--- config.mk ---
export PLATFORM = sky130hd
export DESIGN_NAME = pnm_regs
export DESIGN_NICKNAME = d
export VERILOG_FILES = /design/src/pnm_pkg.sv /design/src/pnm_pin_sync.sv /design/src/pnm_regs.sv
export SDC_FILE = /design/constraint.sdc
export NUM_CORES = 1
export LEC_CHECK = 0
export ABC_AREA = 1
export BUFFER_PORTS_ARGS = -buffer_cell sky130_fd_sc_hd__buf_2
export CELL_PAD_IN_SITES_DETAIL_PLACEMENT = 1
export CELL_PAD_IN_SITES_GLOBAL_PLACEMENT = 1
export CORE_ASPECT_RATIO = 0.9
export CORE_MARGIN = 4
export CORE_UTILIZATION = 40
export DETAILED_ROUTE_END_ITERATION = 8
export PLACE_DENSITY_LB_ADDON = 0.1
export SLEW_MARGIN = 20
export SYNTH_ARGS = -nofsm -noshare
export SYNTH_HDL_FRONTEND = slang
export SYNTH_SLANG_ARGS = --single-unit
export TNS_END_PERCENT = 100
--- constraint.sdc ---
create_clock -name clk -period 2 [get_ports clk]
set_input_delay 0.1 -clock clk [delete_from_list [all_inputs] [get_ports clk]]
set_output_delay 0.1 -clock clk [all_outputs]
set_load 0.005 [all_outputs]
--- src/pnm_pkg.sv ---
// Package of constants and types for the auto-negotiation and MMD registers.
package pnm_pkg;

    // Register addresses on the management frame.
    localparam logic [4:0] REG_PARTNER_BASE = 5'h05;
    localparam logic [4:0] REG_EXPANSION = 5'h06;
    localparam logic [4:0] REG_LOCAL_NP = 5'h07;
    localparam logic [4:0] REG_PARTNER_NP = 5'h08;
    localparam logic [4:0] REG_MMD_CTRL = 5'h0d;
    localparam logic [4:0] REG_MMD_DATA = 5'h0e;

    // Management frame layout.
    localparam int PREAMBLE_BITS = 32;
    localparam int HEADER_BITS = 14;
    localparam int DATA_BITS = 16;
    localparam logic [1:0] FRAME_START = 2'h1;
    localparam logic [1:0] FRAME_OP_READ = 2'h2;
    localparam logic [1:0] FRAME_OP_WRITE = 2'h1;

    // Partner base page selector and expansion bit positions.
    localparam logic [4:0] SELECTOR_IEEE = 5'h01;
    localparam int EXP_PFAULT = 4;
    localparam int EXP_LP_NP_ABLE = 3;
    localparam int EXP_NP_ABLE = 2;
    localparam int EXP_PAGE_RX = 1;
    localparam int EXP_LP_AN_ABLE = 0;

    // Next page word fields.
    localparam int NP_MORE = 15;
    localparam int NP_ACK = 14;
    localparam int NP_MSG = 13;
    localparam int NP_ACK2 = 12;
    localparam int NP_TOGGLE = 11;
    localparam int NP_CODE_W = 11;
    localparam logic NP_MORE_RST = 1'h0;
    localparam logic NP_MSG_RST = 1'h1;
    localparam logic NP_ACK2_RST = 1'h0;
    localparam logic [10:0] NP_CODE_RST = 11'h001;

    // Indirect access control fields.
    localparam int MMD_OP_HI = 15;
    localparam int MMD_OP_LO = 14;
    localparam int MMD_DEV_W = 5;
    localparam logic [1:0] MMD_OP_ADDR = 2'h0;
    localparam logic [1:0] MMD_OP_DATA = 2'h1;
    localparam logic [1:0] MMD_OP_INC_RW = 2'h2;
    localparam logic [1:0] MMD_OP_INC_WR = 2'h3;

    typedef enum logic [2:0] {
        S_PRE,
        S_HDR,
        S_TA,
        S_RD,
        S_WR
    } pnm_phase_t;

endpackage : pnm_pkg

--- src/pnm_pin_sync.sv ---
// Two-stage synchroniser for the management pins with clock edge detection.
`timescale 1ns/1ps
module pnm_pin_sync
    import pnm_pkg::*;
(
    // Clock and reset.
    input wire logic clk,
    input wire logic reset,
    // Raw pins.
    input wire logic mdc_pin,
    input wire logic mdio_pin,
    // Synchronised results.
    output logic mdc_rise,
    output logic mdio_s
);

    typedef struct packed {
        logic [1:0] mdc;
        logic [1:0] mdio;
        logic mdc_last;
    } pnm_sync_t;

    pnm_sync_t s_q;
    pnm_sync_t s_d;

    always_comb
    begin
        s_d = s_q;
        s_d.mdc = {s_q.mdc[0], mdc_pin};
        s_d.mdio = {s_q.mdio[0], mdio_pin};
        // The edge detector looks only at the second stage.
        s_d.mdc_last = s_q.mdc[1];
    end

    always_ff @(posedge clk)
    begin
        if (reset)
        begin
            s_q <= '0;
        end
        else
        begin
            s_q <= s_d;
        end
    end

    assign mdc_rise = s_q.mdc[1] & ~s_q.mdc_last;
    assign mdio_s = s_q.mdio[1];

endmodule : pnm_pin_sync

--- src/pnm_regs.sv ---
// Management register bank: expansion, next pages and indirect MMD window.
//
// Function
// - Partner base-page register returns selector 00001 in bits 4:0, read-only.
// - Expansion bit 4 latches high on a parallel detection fault, resets 0.
// - Expansion bit 3 shows partner next-page capability, follows lp_np_able, not reset.
// - Expansion bit 2 always reads 1: local next pages supported.
// - Expansion bit 1 latches high on a new received page, resets 0.
// - Expansion bit 0 shows partner auto-negotiation ability.
// - Local next-page bit 15 writable, more pages follow; resets 0.
// - Local next-page bit 12 writable, will-comply flag; resets 0.
// - Local next-page bit 11 read-only, previous transmitted toggle value.
// - Local bits 10:0 writable message code reset 001; bit 14 reads 0.
// - Partner next-page register read-only; bits 15, 14 more-pages, acknowledge.
// - Partner bits 13, 12 and 10:0 report message, ability, code.
// - Partner bit 11 reads inverse of previous transmitted toggle.
// - Operation 00 selects address mode, 01 data without increment.
// - Operation 10 increments indirect address after each data read or write.
// - Operation 11 increments indirect address after data writes only.
// - Control bits 4:0 hold device address reset 0; bits 13:5 reserved.
// - With operation 00 the data register holds the indirect address.
// - Otherwise the data register accesses selected device data.
`timescale 1ns/1ps
module pnm_regs
    import pnm_pkg::*;
#(
    parameter logic [4:0] PHY_ADDR = 5'h00
)
(
    // Clock and reset.
    input wire logic clk,
    input wire logic reset,
    // Management pins.
    input wire logic mdc,
    input wire logic mdio_in,
    output logic mdio_out,
    output logic mdio_oe_n,
    // Auto-negotiation engine status.
    input wire logic parallel_fault_evt,
    input wire logic page_rx_evt,
    input wire logic lp_np_able,
    input wire logic lp_an_able,
    input wire logic tx_toggle,
    input wire logic [15:0] lp_np_word,
    // Next page word for the engine to send.
    output logic [15:0] np_tx_word,
    // Indirect device access.
    output logic [4:0] mmd_dev,
    output logic [15:0] mmd_reg,
    output logic [15:0] mmd_wdata,
    output logic mmd_wr,
    output logic mmd_rd,
    input wire logic [15:0] mmd_rdata
);

    typedef struct packed {
        pnm_phase_t phase;
        logic [5:0] cnt;
        logic [15:0] sh;
        logic is_rd;
        logic [4:0] regad;
        logic mdo;
        logic oe_n;
        logic pfault;
        logic pg_rx;
        logic np_more;
        logic np_msg;
        logic np_ack2;
        logic [10:0] np_code;
        logic [15:0] lp_word;
        logic [1:0] op;
        logic [4:0] dev;
        logic [15:0] mreg;
        logic [15:0] wdata;
        logic wr;
        logic rd;
    } pnm_state_t;

    pnm_state_t q;
    pnm_state_t d;
    logic mdc_rise;
    logic mdio_s;
    logic [15:0] hdr;
    logic [15:0] wword;
    logic hdr_done;
    logic hdr_ok;
    logic e_rd;
    logic e_wr;
    logic exp_rd;
    logic [15:0] rdata;

    pnm_pin_sync u_sync (
        .clk(clk),
        .reset(reset),
        .mdc_pin(mdc),
        .mdio_pin(mdio_in),
        .mdc_rise(mdc_rise),
        .mdio_s(mdio_s)
    );

    // Post-increment rule shared by read and write data accesses.
    function automatic logic incr_on(input logic [1:0] op, input logic is_wr);
        incr_on = (op == MMD_OP_INC_RW) || (is_wr && op == MMD_OP_INC_WR);
    endfunction : incr_on

    assign hdr = {q.sh[14:0], mdio_s};
    assign wword = hdr;
    assign hdr_done = mdc_rise && q.phase == S_HDR
        && q.cnt == 6'(HEADER_BITS - 1);
    assign hdr_ok = hdr[13:12] == FRAME_START && hdr[9:5] == PHY_ADDR;
    assign e_rd = hdr_done && hdr_ok && hdr[11:10] == FRAME_OP_READ;
    assign e_wr = mdc_rise && q.phase == S_WR && q.cnt == 6'(DATA_BITS - 1);
    assign exp_rd = e_rd && hdr[4:0] == REG_EXPANSION;

    // Read multiplexer, addressed by the register field of the header.
    always_comb
    begin
        rdata = '0;
        case (hdr[4:0])
            REG_PARTNER_BASE: rdata[4:0] = SELECTOR_IEEE;
            REG_EXPANSION:
            begin
                rdata[EXP_PFAULT] = q.pfault;
                rdata[EXP_LP_NP_ABLE] = lp_np_able;
                rdata[EXP_NP_ABLE] = 1'h1;
                rdata[EXP_PAGE_RX] = q.pg_rx;
                rdata[EXP_LP_AN_ABLE] = lp_an_able;
            end
            REG_LOCAL_NP: rdata = np_tx_word;
            REG_PARTNER_NP:
            begin
                rdata = q.lp_word;
                rdata[NP_TOGGLE] = ~tx_toggle;
            end
            REG_MMD_CTRL:
            begin
                rdata[MMD_OP_HI:MMD_OP_LO] = q.op;
                rdata[MMD_DEV_W-1:0] = q.dev;
            end
            REG_MMD_DATA:
            begin
                rdata = (q.op == MMD_OP_ADDR) ? q.mreg : mmd_rdata;
            end
            default: rdata = '0;
        endcase
    end

    always_comb
    begin
        d = q;
        d.wr = 1'h0;
        d.rd = 1'h0;
        // Sticky status: a new event wins over the clear by a read.
        d.pfault = (q.pfault & ~exp_rd) | parallel_fault_evt;
        d.pg_rx = (q.pg_rx & ~exp_rd) | page_rx_evt;
        if (page_rx_evt)
        begin
            d.lp_word = lp_np_word;
        end
        if (mdc_rise)
        begin
            case (q.phase)
                S_PRE:
                begin
                    if (mdio_s)
                    begin
                        if (q.cnt != 6'(PREAMBLE_BITS))
                        begin
                            d.cnt = q.cnt + 6'h01;
                        end
                    end
                    else if (q.cnt == 6'(PREAMBLE_BITS))
                    begin
                        d.phase = S_HDR;
                        d.cnt = 6'h01;
                        d.sh = '0;
                    end
                    else
                    begin
                        d.cnt = '0;
                    end
                end
                S_HDR:
                begin
                    d.sh = hdr;
                    d.cnt = q.cnt + 6'h01;
                    if (hdr_done)
                    begin
                        d.cnt = '0;
                        d.regad = hdr[4:0];
                        d.is_rd = e_rd;
                        d.phase = (hdr_ok && (hdr[11:10] == FRAME_OP_READ
                            || hdr[11:10] == FRAME_OP_WRITE)) ? S_TA : S_PRE;
                        if (e_rd)
                        begin
                            d.sh = rdata;
                        end
                    end
                end
                S_TA:
                begin
                    d.cnt = q.cnt + 6'h01;
                    if (q.is_rd)
                    begin
                        d.oe_n = 1'h0;
                        d.mdo = 1'h0;
                        d.phase = S_RD;
                        d.cnt = '0;
                    end
                    else if (q.cnt == 6'h01)
                    begin
                        d.phase = S_WR;
                        d.cnt = '0;
                    end
                end
                S_RD:
                begin
                    d.cnt = q.cnt + 6'h01;
                    if (q.cnt == 6'(DATA_BITS))
                    begin
                        d.oe_n = 1'h1;
                        d.mdo = 1'h0;
                        d.phase = S_PRE;
                        d.cnt = '0;
                    end
                    else
                    begin
                        d.mdo = q.sh[15];
                        d.sh = {q.sh[14:0], 1'h0};
                    end
                end
                S_WR:
                begin
                    d.sh = wword;
                    d.cnt = q.cnt + 6'h01;
                    if (e_wr)
                    begin
                        d.phase = S_PRE;
                        d.cnt = '0;
                    end
                end
                default:
                begin
                    d.phase = S_PRE;
                    d.cnt = '0;
                    d.oe_n = 1'h1;
                end
            endcase
        end
        // Indirect data reads are taken when the header completes.
        if (e_rd && hdr[4:0] == REG_MMD_DATA && q.op != MMD_OP_ADDR)
        begin
            d.rd = 1'h1;
            if (incr_on(q.op, 1'h0))
            begin
                d.mreg = q.mreg + 16'h0001;
            end
        end
        // The write pulse must leave with the address it targets.
        if (q.wr && incr_on(q.op, 1'h1))
        begin
            d.mreg = q.mreg + 16'h0001;
        end
        if (e_wr)
        begin
            case (q.regad)
                REG_LOCAL_NP:
                begin
                    d.np_more = wword[NP_MORE];
                    d.np_msg = wword[NP_MSG];
                    d.np_ack2 = wword[NP_ACK2];
                    d.np_code = wword[NP_CODE_W-1:0];
                end
                REG_MMD_CTRL:
                begin
                    d.op = wword[MMD_OP_HI:MMD_OP_LO];
                    d.dev = wword[MMD_DEV_W-1:0];
                end
                REG_MMD_DATA:
                begin
                    if (q.op == MMD_OP_ADDR)
                    begin
                        d.mreg = wword;
                    end
                    else
                    begin
                        d.wr = 1'h1;
                        d.wdata = wword;
                    end
                end
                default: d.op = q.op;
            endcase
        end
    end

    always_ff @(posedge clk)
    begin
        if (reset)
        begin
            q <= '0;
            q.phase <= S_PRE;
            q.oe_n <= 1'h1;
            q.np_more <= NP_MORE_RST;
            q.np_msg <= NP_MSG_RST;
            q.np_ack2 <= NP_ACK2_RST;
            q.np_code <= NP_CODE_RST;
            q.op <= MMD_OP_ADDR;
        end
        else
        begin
            q <= d;
        end
    end

    // Bit 14 reserved reads 0, bit 11 mirrors the transmitted toggle.
    assign np_tx_word = {q.np_more, 1'h0, q.np_msg, q.np_ack2, tx_toggle,
        q.np_code};
    assign mdio_out = q.mdo;
    assign mdio_oe_n = q.oe_n;
    assign mmd_dev = q.dev;
    assign mmd_reg = q.mreg;
    assign mmd_wdata = q.wdata;
    assign mmd_wr = q.wr;
    assign mmd_rd = q.rd;

    a_fault_latch: assert property (@(posedge clk) disable iff (reset)
        parallel_fault_evt |=> q.pfault)
        else $error("fault event not latched");
    a_page_latch: assert property (@(posedge clk) disable iff (reset)
        page_rx_evt |=> q.pg_rx)
        else $error("page event not latched");
    a_sticky_hold: assert property (@(posedge clk) disable iff (reset)
        q.pg_rx && !(e_rd && hdr[4:0] == REG_EXPANSION) |=> q.pg_rx)
        else $error("sticky bit lost without read");
    a_incr_both: assert property (@(posedge clk) disable iff (reset)
        e_rd && hdr[4:0] == REG_MMD_DATA && q.op == MMD_OP_INC_RW
        |=> q.mreg == $past(q.mreg) + 16'h0001)
        else $error("read did not advance address");
    a_read_noinc: assert property (@(posedge clk) disable iff (reset)
        e_rd && q.op == MMD_OP_INC_WR |=> $stable(q.mreg))
        else $error("read advanced address");
    a_data_noinc: assert property (@(posedge clk) disable iff (reset)
        (e_rd || e_wr) && q.op == MMD_OP_DATA |=> $stable(q.mreg))
        else $error("plain data access moved address");
    a_addr_load: assert property (@(posedge clk) disable iff (reset)
        e_wr && q.regad == REG_MMD_DATA && q.op == MMD_OP_ADDR
        |=> q.mreg == $past(wword) && !mmd_wr)
        else $error("address not loaded");
    a_data_write: assert property (@(posedge clk) disable iff (reset)
        e_wr && q.regad == REG_MMD_DATA && q.op != MMD_OP_ADDR
        |=> mmd_wr && mmd_wdata == $past(wword) ##1 !mmd_wr)
        else $error("data write not issued");
    a_wr_addr: assert property (@(posedge clk) disable iff (reset)
        e_wr && q.regad == REG_MMD_DATA && q.op != MMD_OP_ADDR
        |=> mmd_reg == $past(q.mreg))
        else $error("write issued at moved address");
    a_wr_incr: assert property (@(posedge clk) disable iff (reset)
        mmd_wr && q.op != MMD_OP_DATA
        |=> mmd_reg == $past(mmd_reg) + 16'h0001)
        else $error("write did not advance address");
    a_np_reset: assert property (@(posedge clk)
        reset |=> np_tx_word[NP_MSG] && np_tx_word[NP_CODE_W-1:0] == NP_CODE_RST)
        else $error("next page reset value wrong");
    a_exp_const: assert property (@(posedge clk) disable iff (reset)
        e_rd && hdr[4:0] == REG_EXPANSION |=> q.sh[EXP_NP_ABLE])
        else $error("next page able bit not set");

    c_exp_read: cover property (@(posedge clk) disable iff (reset)
        e_rd && hdr[4:0] == REG_EXPANSION && q.pg_rx);
    c_mmd_write: cover property (@(posedge clk) disable iff (reset)
        mmd_wr && q.op == MMD_OP_INC_WR);
    c_mmd_read: cover property (@(posedge clk) disable iff (reset)
        mmd_rd ##[1:200] !mdio_oe_n);

endmodule : pnm_regs

==> results of run 1 <==
==> power by group <==
group | leakage (nW) | internal [mW] | total, mW | switching [mW]
logic | 2.15 | 0.0793 | 0.187 | 0.107
registers | 0.894 | 2.22 | 2.23 | 0.0139
clock network | 0.140 | 0.870 | 1.79 | 0.918
==> placed cells by master (no fill, tap or decap), drive strengths merged, types with 2 or more instances in the layout <==
cell type,count
a21oi,106
nor4,4
xor2,2
ha,5
buf,141
nand4,8
nor3,7
inv,104
nand3,55
o211ai,10
dlygate4sd3,13
o22ai,2
o21ai,128
dfxtp,110
a31oi,7
nor2,91
o2111ai,2
clkbuf,12
clkinv,4
nand2,191
==> what timing repair did <==
action,4_1_cts,5_1_grt
gates resized for setup,1,29
setup buffers,0,4
setup endpoints to repair,1,67
gates cloned,0,4
hold buffers,13,0
hold endpoints to repair,13,0
pin swaps,0,7
==> Yosys cell counts, types with 2 or more instances <==
cell         n
nand2_1    184
o21ai_0    113
dfxtp_1    110
a21oi_1    103
inv_1       89
nor2_1      82
buf_4       57
nand3_1     53
clkbuf_1    22
o21ai_1     15
inv_2       13
buf_2       12
o211ai_1    10
a31oi_1      7
nand4_1      7
nor2_2       6
nor3_1       6
ha_1         5
nand2_2      4
nor4_1       4
a21oi_2      3
nor2_4       3
buf_6        2
o2111ai_1    2
o22ai_1      2
xor2_1       2
==> worst min path at each step <==
stage                         end  depth (start not counted)
CTS                         q[47]                          3
global placement            q[72]                          3
finish                      q[47]                          3
global route                q[56]                          3
floorplan           u_sync.s_d[2]                          2
detailed placement  u_sync.s_d[4]                          3
==> kinds of logic (layout without fill, tap and decap cells) <==
| group | count (synthesis) | after routing |
|---|---|---|
| xor+xnor | 3 | 3 |
| compound gates | 256 | 256 |
| simple gates | 356 | 358 |
| flops | 110 | 110 |
| buf+inv | 196 | 274 |
| other cells | 1 | 1 |
| fa+ha+maj | 5 | 5 |
==> layer usage <==
layer | vias up | GRT usage [%] | wire length [microns]
met5 | - | 0 | 0
met2 | 171 | 38.4 | 10000
met1 | 3071 | 33.2 | 10400
li1 | 3136 | - | -
met4 | 0 | 5.47 | 281
met3 | 19 | 5.00 | 1230
==> critical path, cell delays in order, from the launching register on <==
cell and delay, ns:
dfxtp_2 0.35, inv_2 0.07, ha_2 0.19, inv_1 0.07
nor2_4 0.13, nand3_4 0.12, nor2_4 0.15, nand4_4 0.21
buf_4 0.24, o211ai_1 0.19, a21oi_1 0.09
==> through the flow <==
step | area, sq um | hold WS [ns]
2_1_floorplan | 6160 | 0.207
3_3_place_gp | 6680 | 0.310
3_5_place_dp | 6680 | 0.315
4_1_cts | 7100 | 0.0221
5_1_grt | 7300 | 0.0304
6_report | 7300 | 0.0346
==> layout make-up <==
class                           instances  share of cell area (%)
Tap cell                              198                    3.40
Timing Repair Buffer                  156                    15.0
Clock inverter                          6                   0.772
Sequential cell                       110                    30.3
Clock buffer                           10                    3.14
Multi-Input combinational cell        623                    42.2
Inverter                              102                    5.28
==> impl_metrics.json, run 1 <==
{
  "crit_type": "register to register",
  "synth.distinct_cells": 37,
  "cap_violations": 0,
  "cts_tree": "built",
  "core_area_sq_um": 14900,
  "multi_input_area_sq_um": 3080,
  "synth_xor_area_share_pct": 0.426,
  "cp-end-kind": "register",
  "vias_per_cell": 5.31,
  "post_synth_fa_ha_maj_area_fraction_pct": 1.02,
  "grt_pass1_vias": 6382,
  "slew_headroom_pct": 60.6,
  "cp_data_arrival_time_ns": 2.17,
  "drcViolationCount": 0,
  "clk_latency_ns": 0.36,
  "hold_path.class": "input pin to register",
  "place_inst": 1168,
  "die_x_microns": 139,
  "synth_area_leaders": "dfxtp_1 (36%), nand2_1 (11%), o21ai_0 (9.2%), a21oi_1 (8.4%), buf_4 (6.9%)",
  "endpoint": "mmd_reg[1]",
  "setup_ws_ns": 0.0755,
  "reg2reg_depth": 10,
  "fill_cells": 1986,
  "synth-edff-count": 0,
  "ys_seq_area_share_pct": 35.7,
  "syn_area_sq_um": 6160,
  "reg2reg_slack_ns": 0.08,
  "regArea_sq_um": 2210,
  "areaGrowthSynthToFinish_pct": 18.4,
  "port_buffers": 95,
  "post-route-min-period_ns": 1.92,
  "run_status": "finished clean",
  "rows": 42,
  "skew_ns": 0.00771,
  "cts.sinks": 110,
  "drive_gt1_share_pct": 21.4,
  "start_kind": "register",
  "post_drt_wl_per_cell_microns": 18.2,
  "synthArstFlopShare_pct": 0,
  "drt-pass1-iter-count": 5,
  "synth_area_leader_cell": "dfxtp_1",
  "dp_worst_setup_slack_ns": 0.00180,
  "drt_iter0_markers": 398,
  "grt_remaining_overflow": 0,
  "cts-root-buf": "clkbuf_16",
  "vias": 6397,
  "fp.dieH_microns": 126,
  "min-delay-start": "lp_np_word[6]",
  "routabilityCongestion": 0.930,
  "dp_hpwl_microns": 16200,
  "rr_startpoint": "q[98]",
  "finalHoldViolCount": 0,
  "rr_endpoint": "mmd_reg[1]",
  "fmax_mhz": 520,
  "synth-seq-cells": 110,
  "die-area_sq_um": 17500,
  "dominantRegCellSynth": "dfxtp_1",
  "track_usage_pct": 23.9,
  "yosys_warnings": 0,
  "critPathLaunch": "q[98]",
  "clk_pin_slew_ns": 0.08,
  "diodes": 0,
  "synthMuxAreaShare_pct": 0,
  "period_share_pct": 96.2,
  "largest_register_ffs": 35,
  "instances_no_fill": 1205,
  "worstMarginPinSlew_ns": 0.589,
  "grt_pass1_wl_microns": 33700,
  "final.setup.tns_ns": 0,
  "drv_slew": 0,
  "pin_count": 98,
  "synthesis.nets": 973,
  "synth-compound-area-share_pct": 21.7,
  "peakVddDrop_mv": 0.436,
  "h-tree-depth": 3,
  "wirelength_microns": 21900,
  "critPathMaxFanout": 5,
  "cts_buffer_depth": 2,
  "rsz0062_at_grt": "true",
  "synth.avg_cell_area_sq_um": 6.65,
  "p_per_area_nw_per_um2": 576,
  "synth_top_family_by_area": "simple AND/OR/NAND/NOR gates",
  "synth-simple-area-share_pct": 25.1,
  "leakage_nw": 3.18,
  "cts_buffers": 9,
  "drtAntennaViolNets": 0,
  "fin_nets": 1048,
  "initial_core_util_pct": 41.3,
  "grt_max_degree": 54,
  "final-setup-viol-count": 0,
  "total_power_mw": 4.20,
  "fin_util_pct": 48.9,
  "critPathRequiredTime_ns": 2.25,
  "syn_inst": 927,
  "synth_top_area_share_pct": 35.7,
  "antenna_found_initial": 0
}
(Power assumes the default switching activity.)
==> inputs of run 2 (changes only) <==
Settings changed: PLACE_DENSITY_LB_ADDON 0.1 to 0.08, SLEW_MARGIN 20 to 5.
==> run 2 against run 1 <==
  * Combinational power barely moved
  * Highest routed layer unchanged
  * Utilization down 0.25 points
  * Global-route usage is 0.28 points lower
  * Routed wire length shrank 3.4%
  * First-iteration DRC count is 13% lower
==> impl_metrics.json, run 2 (synthesized netlist as in run 1, its figures left out) <==
{
  "drv_slew": 0,
  "fill_cells": 1955,
  "critPathRequiredTime_ns": 2.29,
  "die-area_sq_um": 17500,
  "slew_headroom_pct": 61.7,
  "port_buffers": 95,
  "h-tree-depth": 3,
  "setup_ws_ns": 0.109,
  "fin_util_pct": 48.6,
  "critPathLaunch": "q[97]",
  "final-setup-viol-count": 0,
  "rr_endpoint": "hdr[7]",
  "worstMarginPinSlew_ns": 0.574,
  "die_x_microns": 139,
  "grt_max_degree": 91,
  "rr_startpoint": "q[97]",
  "post_drt_wl_per_cell_microns": 17.6,
  "vias_per_cell": 5.27,
  "cp_data_arrival_time_ns": 2.18,
  "finalHoldViolCount": 0,
  "clk_pin_slew_ns": 0.07,
  "hold_slack_ns": 0.00118,
  "final_common_cell": "nand2_1",
  "period_share_pct": 94.6,
  "cts.sinks": 110,
  "antenna_found_initial": 0,
  "final.setup.tns_ns": 0,
  "drcViolationCount": 0,
  "rsz0062_at_grt": "true",
  "initial_core_util_pct": 41.3,
  "diodes": 0,
  "run_status": "finished clean",
  "hold_path.class": "input pin to register",
  "clk_latency_ns": 0.36,
  "cts-root-buf": "clkbuf_16",
  "cts_buffers": 9,
  "areaGrowthSynthToFinish_pct": 17.8,
  "critPathMaxFanout": 15,
  "track_usage_pct": 23.6,
  "drt-pass1-iter-count": 5,
  "vias": 6338,
  "start_kind": "register",
  "cts_buffer_depth": 2,
  "skew_ns": 0.00754,
  "reg2reg_depth": 10,
  "post-route-min-period_ns": 1.89,
  "grt_pass1_wl_microns": 33500,
  "reg2reg_slack_ns": 0.11,
  "largest_register_ffs": 35,
  "drt_iter0_markers": 346,
  "p_per_area_nw_per_um2": 590,
  "drtAntennaViolNets": 0,
  "core_area_sq_um": 14900,
  "fmax_mhz": 529,
  "fp.dieH_microns": 126,
  "peakVddDrop_mv": 0.408,
  "wirelength_microns": 21200,
  "routabilityCongestion": 0.893,
  "cap_violations": 0,
  "drive_gt1_share_pct": 21.1,
  "grt_remaining_overflow": 0,
  "final_cell_mix": "nand2_1 (181), o21ai_0 (111), dfxtp_1 (106)",
  "cts_tree": "built",
  "crit_type": "register to register",
  "endpoint": "hdr[7]",
  "rows": 42,
  "dp_worst_setup_slack_ns": 0.0507,
  "total_power_mw": 4.29,
  "dp_hpwl_microns": 15800,
  "grt_pass1_vias": 6198,
  "cp-end-kind": "register",
  "fin_nets": 1045,
  "leakage_nw": 3.20,
  "pin_count": 98
}
[run 2: changes by cell type in the layout (fill, tap and decap cells not counted), moves of 2 or more]
cell and delta:
nor2_1 -2, buf_4 +3, inv_2 -2, inv_1 +2, o21ai_1 +2, clkinv_4 -2, o21ai_0 -2, nand3_2 +2
buf_12 -2
[run 2: cell type report]
| type | instances | area, sq um | share of cell area (%) |
|---|---|---|---|
| well taps | 198 | 248 | 3.41 |
| clock inverters | 5 | 63.8 | 0.879 |
| flip-flops and latches | 110 | 2210 | 30.4 |
| inverters | 102 | 385 | 5.31 |
| multi-input cells | 621 | 3080 | 42.4 |
| repair buffers | 155 | 1040 | 14.4 |
| clock buffers | 11 | 233 | 3.21 |
[run 2: critical path, stage by stage (launching register included)]
cell     delay [ns]
dfxtp_2        0.34
inv_1          0.08
ha_2           0.18
nor3b_4        0.23
nand3_2        0.11
nand2_1        0.09
nand3_2        0.15
nor2_4         0.21
buf_8          0.18
o21ai_0        0.10
a21oi_1        0.15
[run 2: what timing repair did]
item,in CTS,in global routing
hold endpoints to repair,12,0
hold buffers,12,0
endpoints found under the setup margin,0,68
setup buffers,0,3
resized for setup,0,33
[run 2: per-layer routing]
layer  track usage, %  share of wire [%]
met2             36.7                 44
met3             4.09                4.8
met1             34.4                 50
met4             5.35               0.96
met5                0                  0
[run 2: worst min path at each step]
stage | from | end | slack, ns | cells past startpoint
after CTS | lp_np_word[5] | q[46] | 0.00002 | 3
after global placement | mdc | u_sync.s_d[4] | 0.30 | 3
final | lp_np_word[5] | q[46] | 0.001 | 3
after detailed placement | mdio_in | u_sync.s_d[2] | 0.31 | 3
after floorplan | mdio_in | u_sync.s_d[2] | 0.21 | 2
after global routing | lp_np_word[5] | q[46] | 0.03 | 3
[run 2: power by group]
part / internal [mW] / switching (mW) / leakage [nW]
clock network: 0.991 / 0.882 / 0.146
logic: 0.0779 / 0.106 / 2.16
registers: 2.22 / 0.0130 / 0.893
total: 3.28 / 1.00 / 3.20
[run 2: through the flow]
stage,cells,cell area [sq um]
6_report,1202,7260
3_3_place_gp,1170,6680
2_1_floorplan,927,6160
3_5_place_dp,1170,6680
5_1_grt,1202,7260
4_1_cts,1198,7100
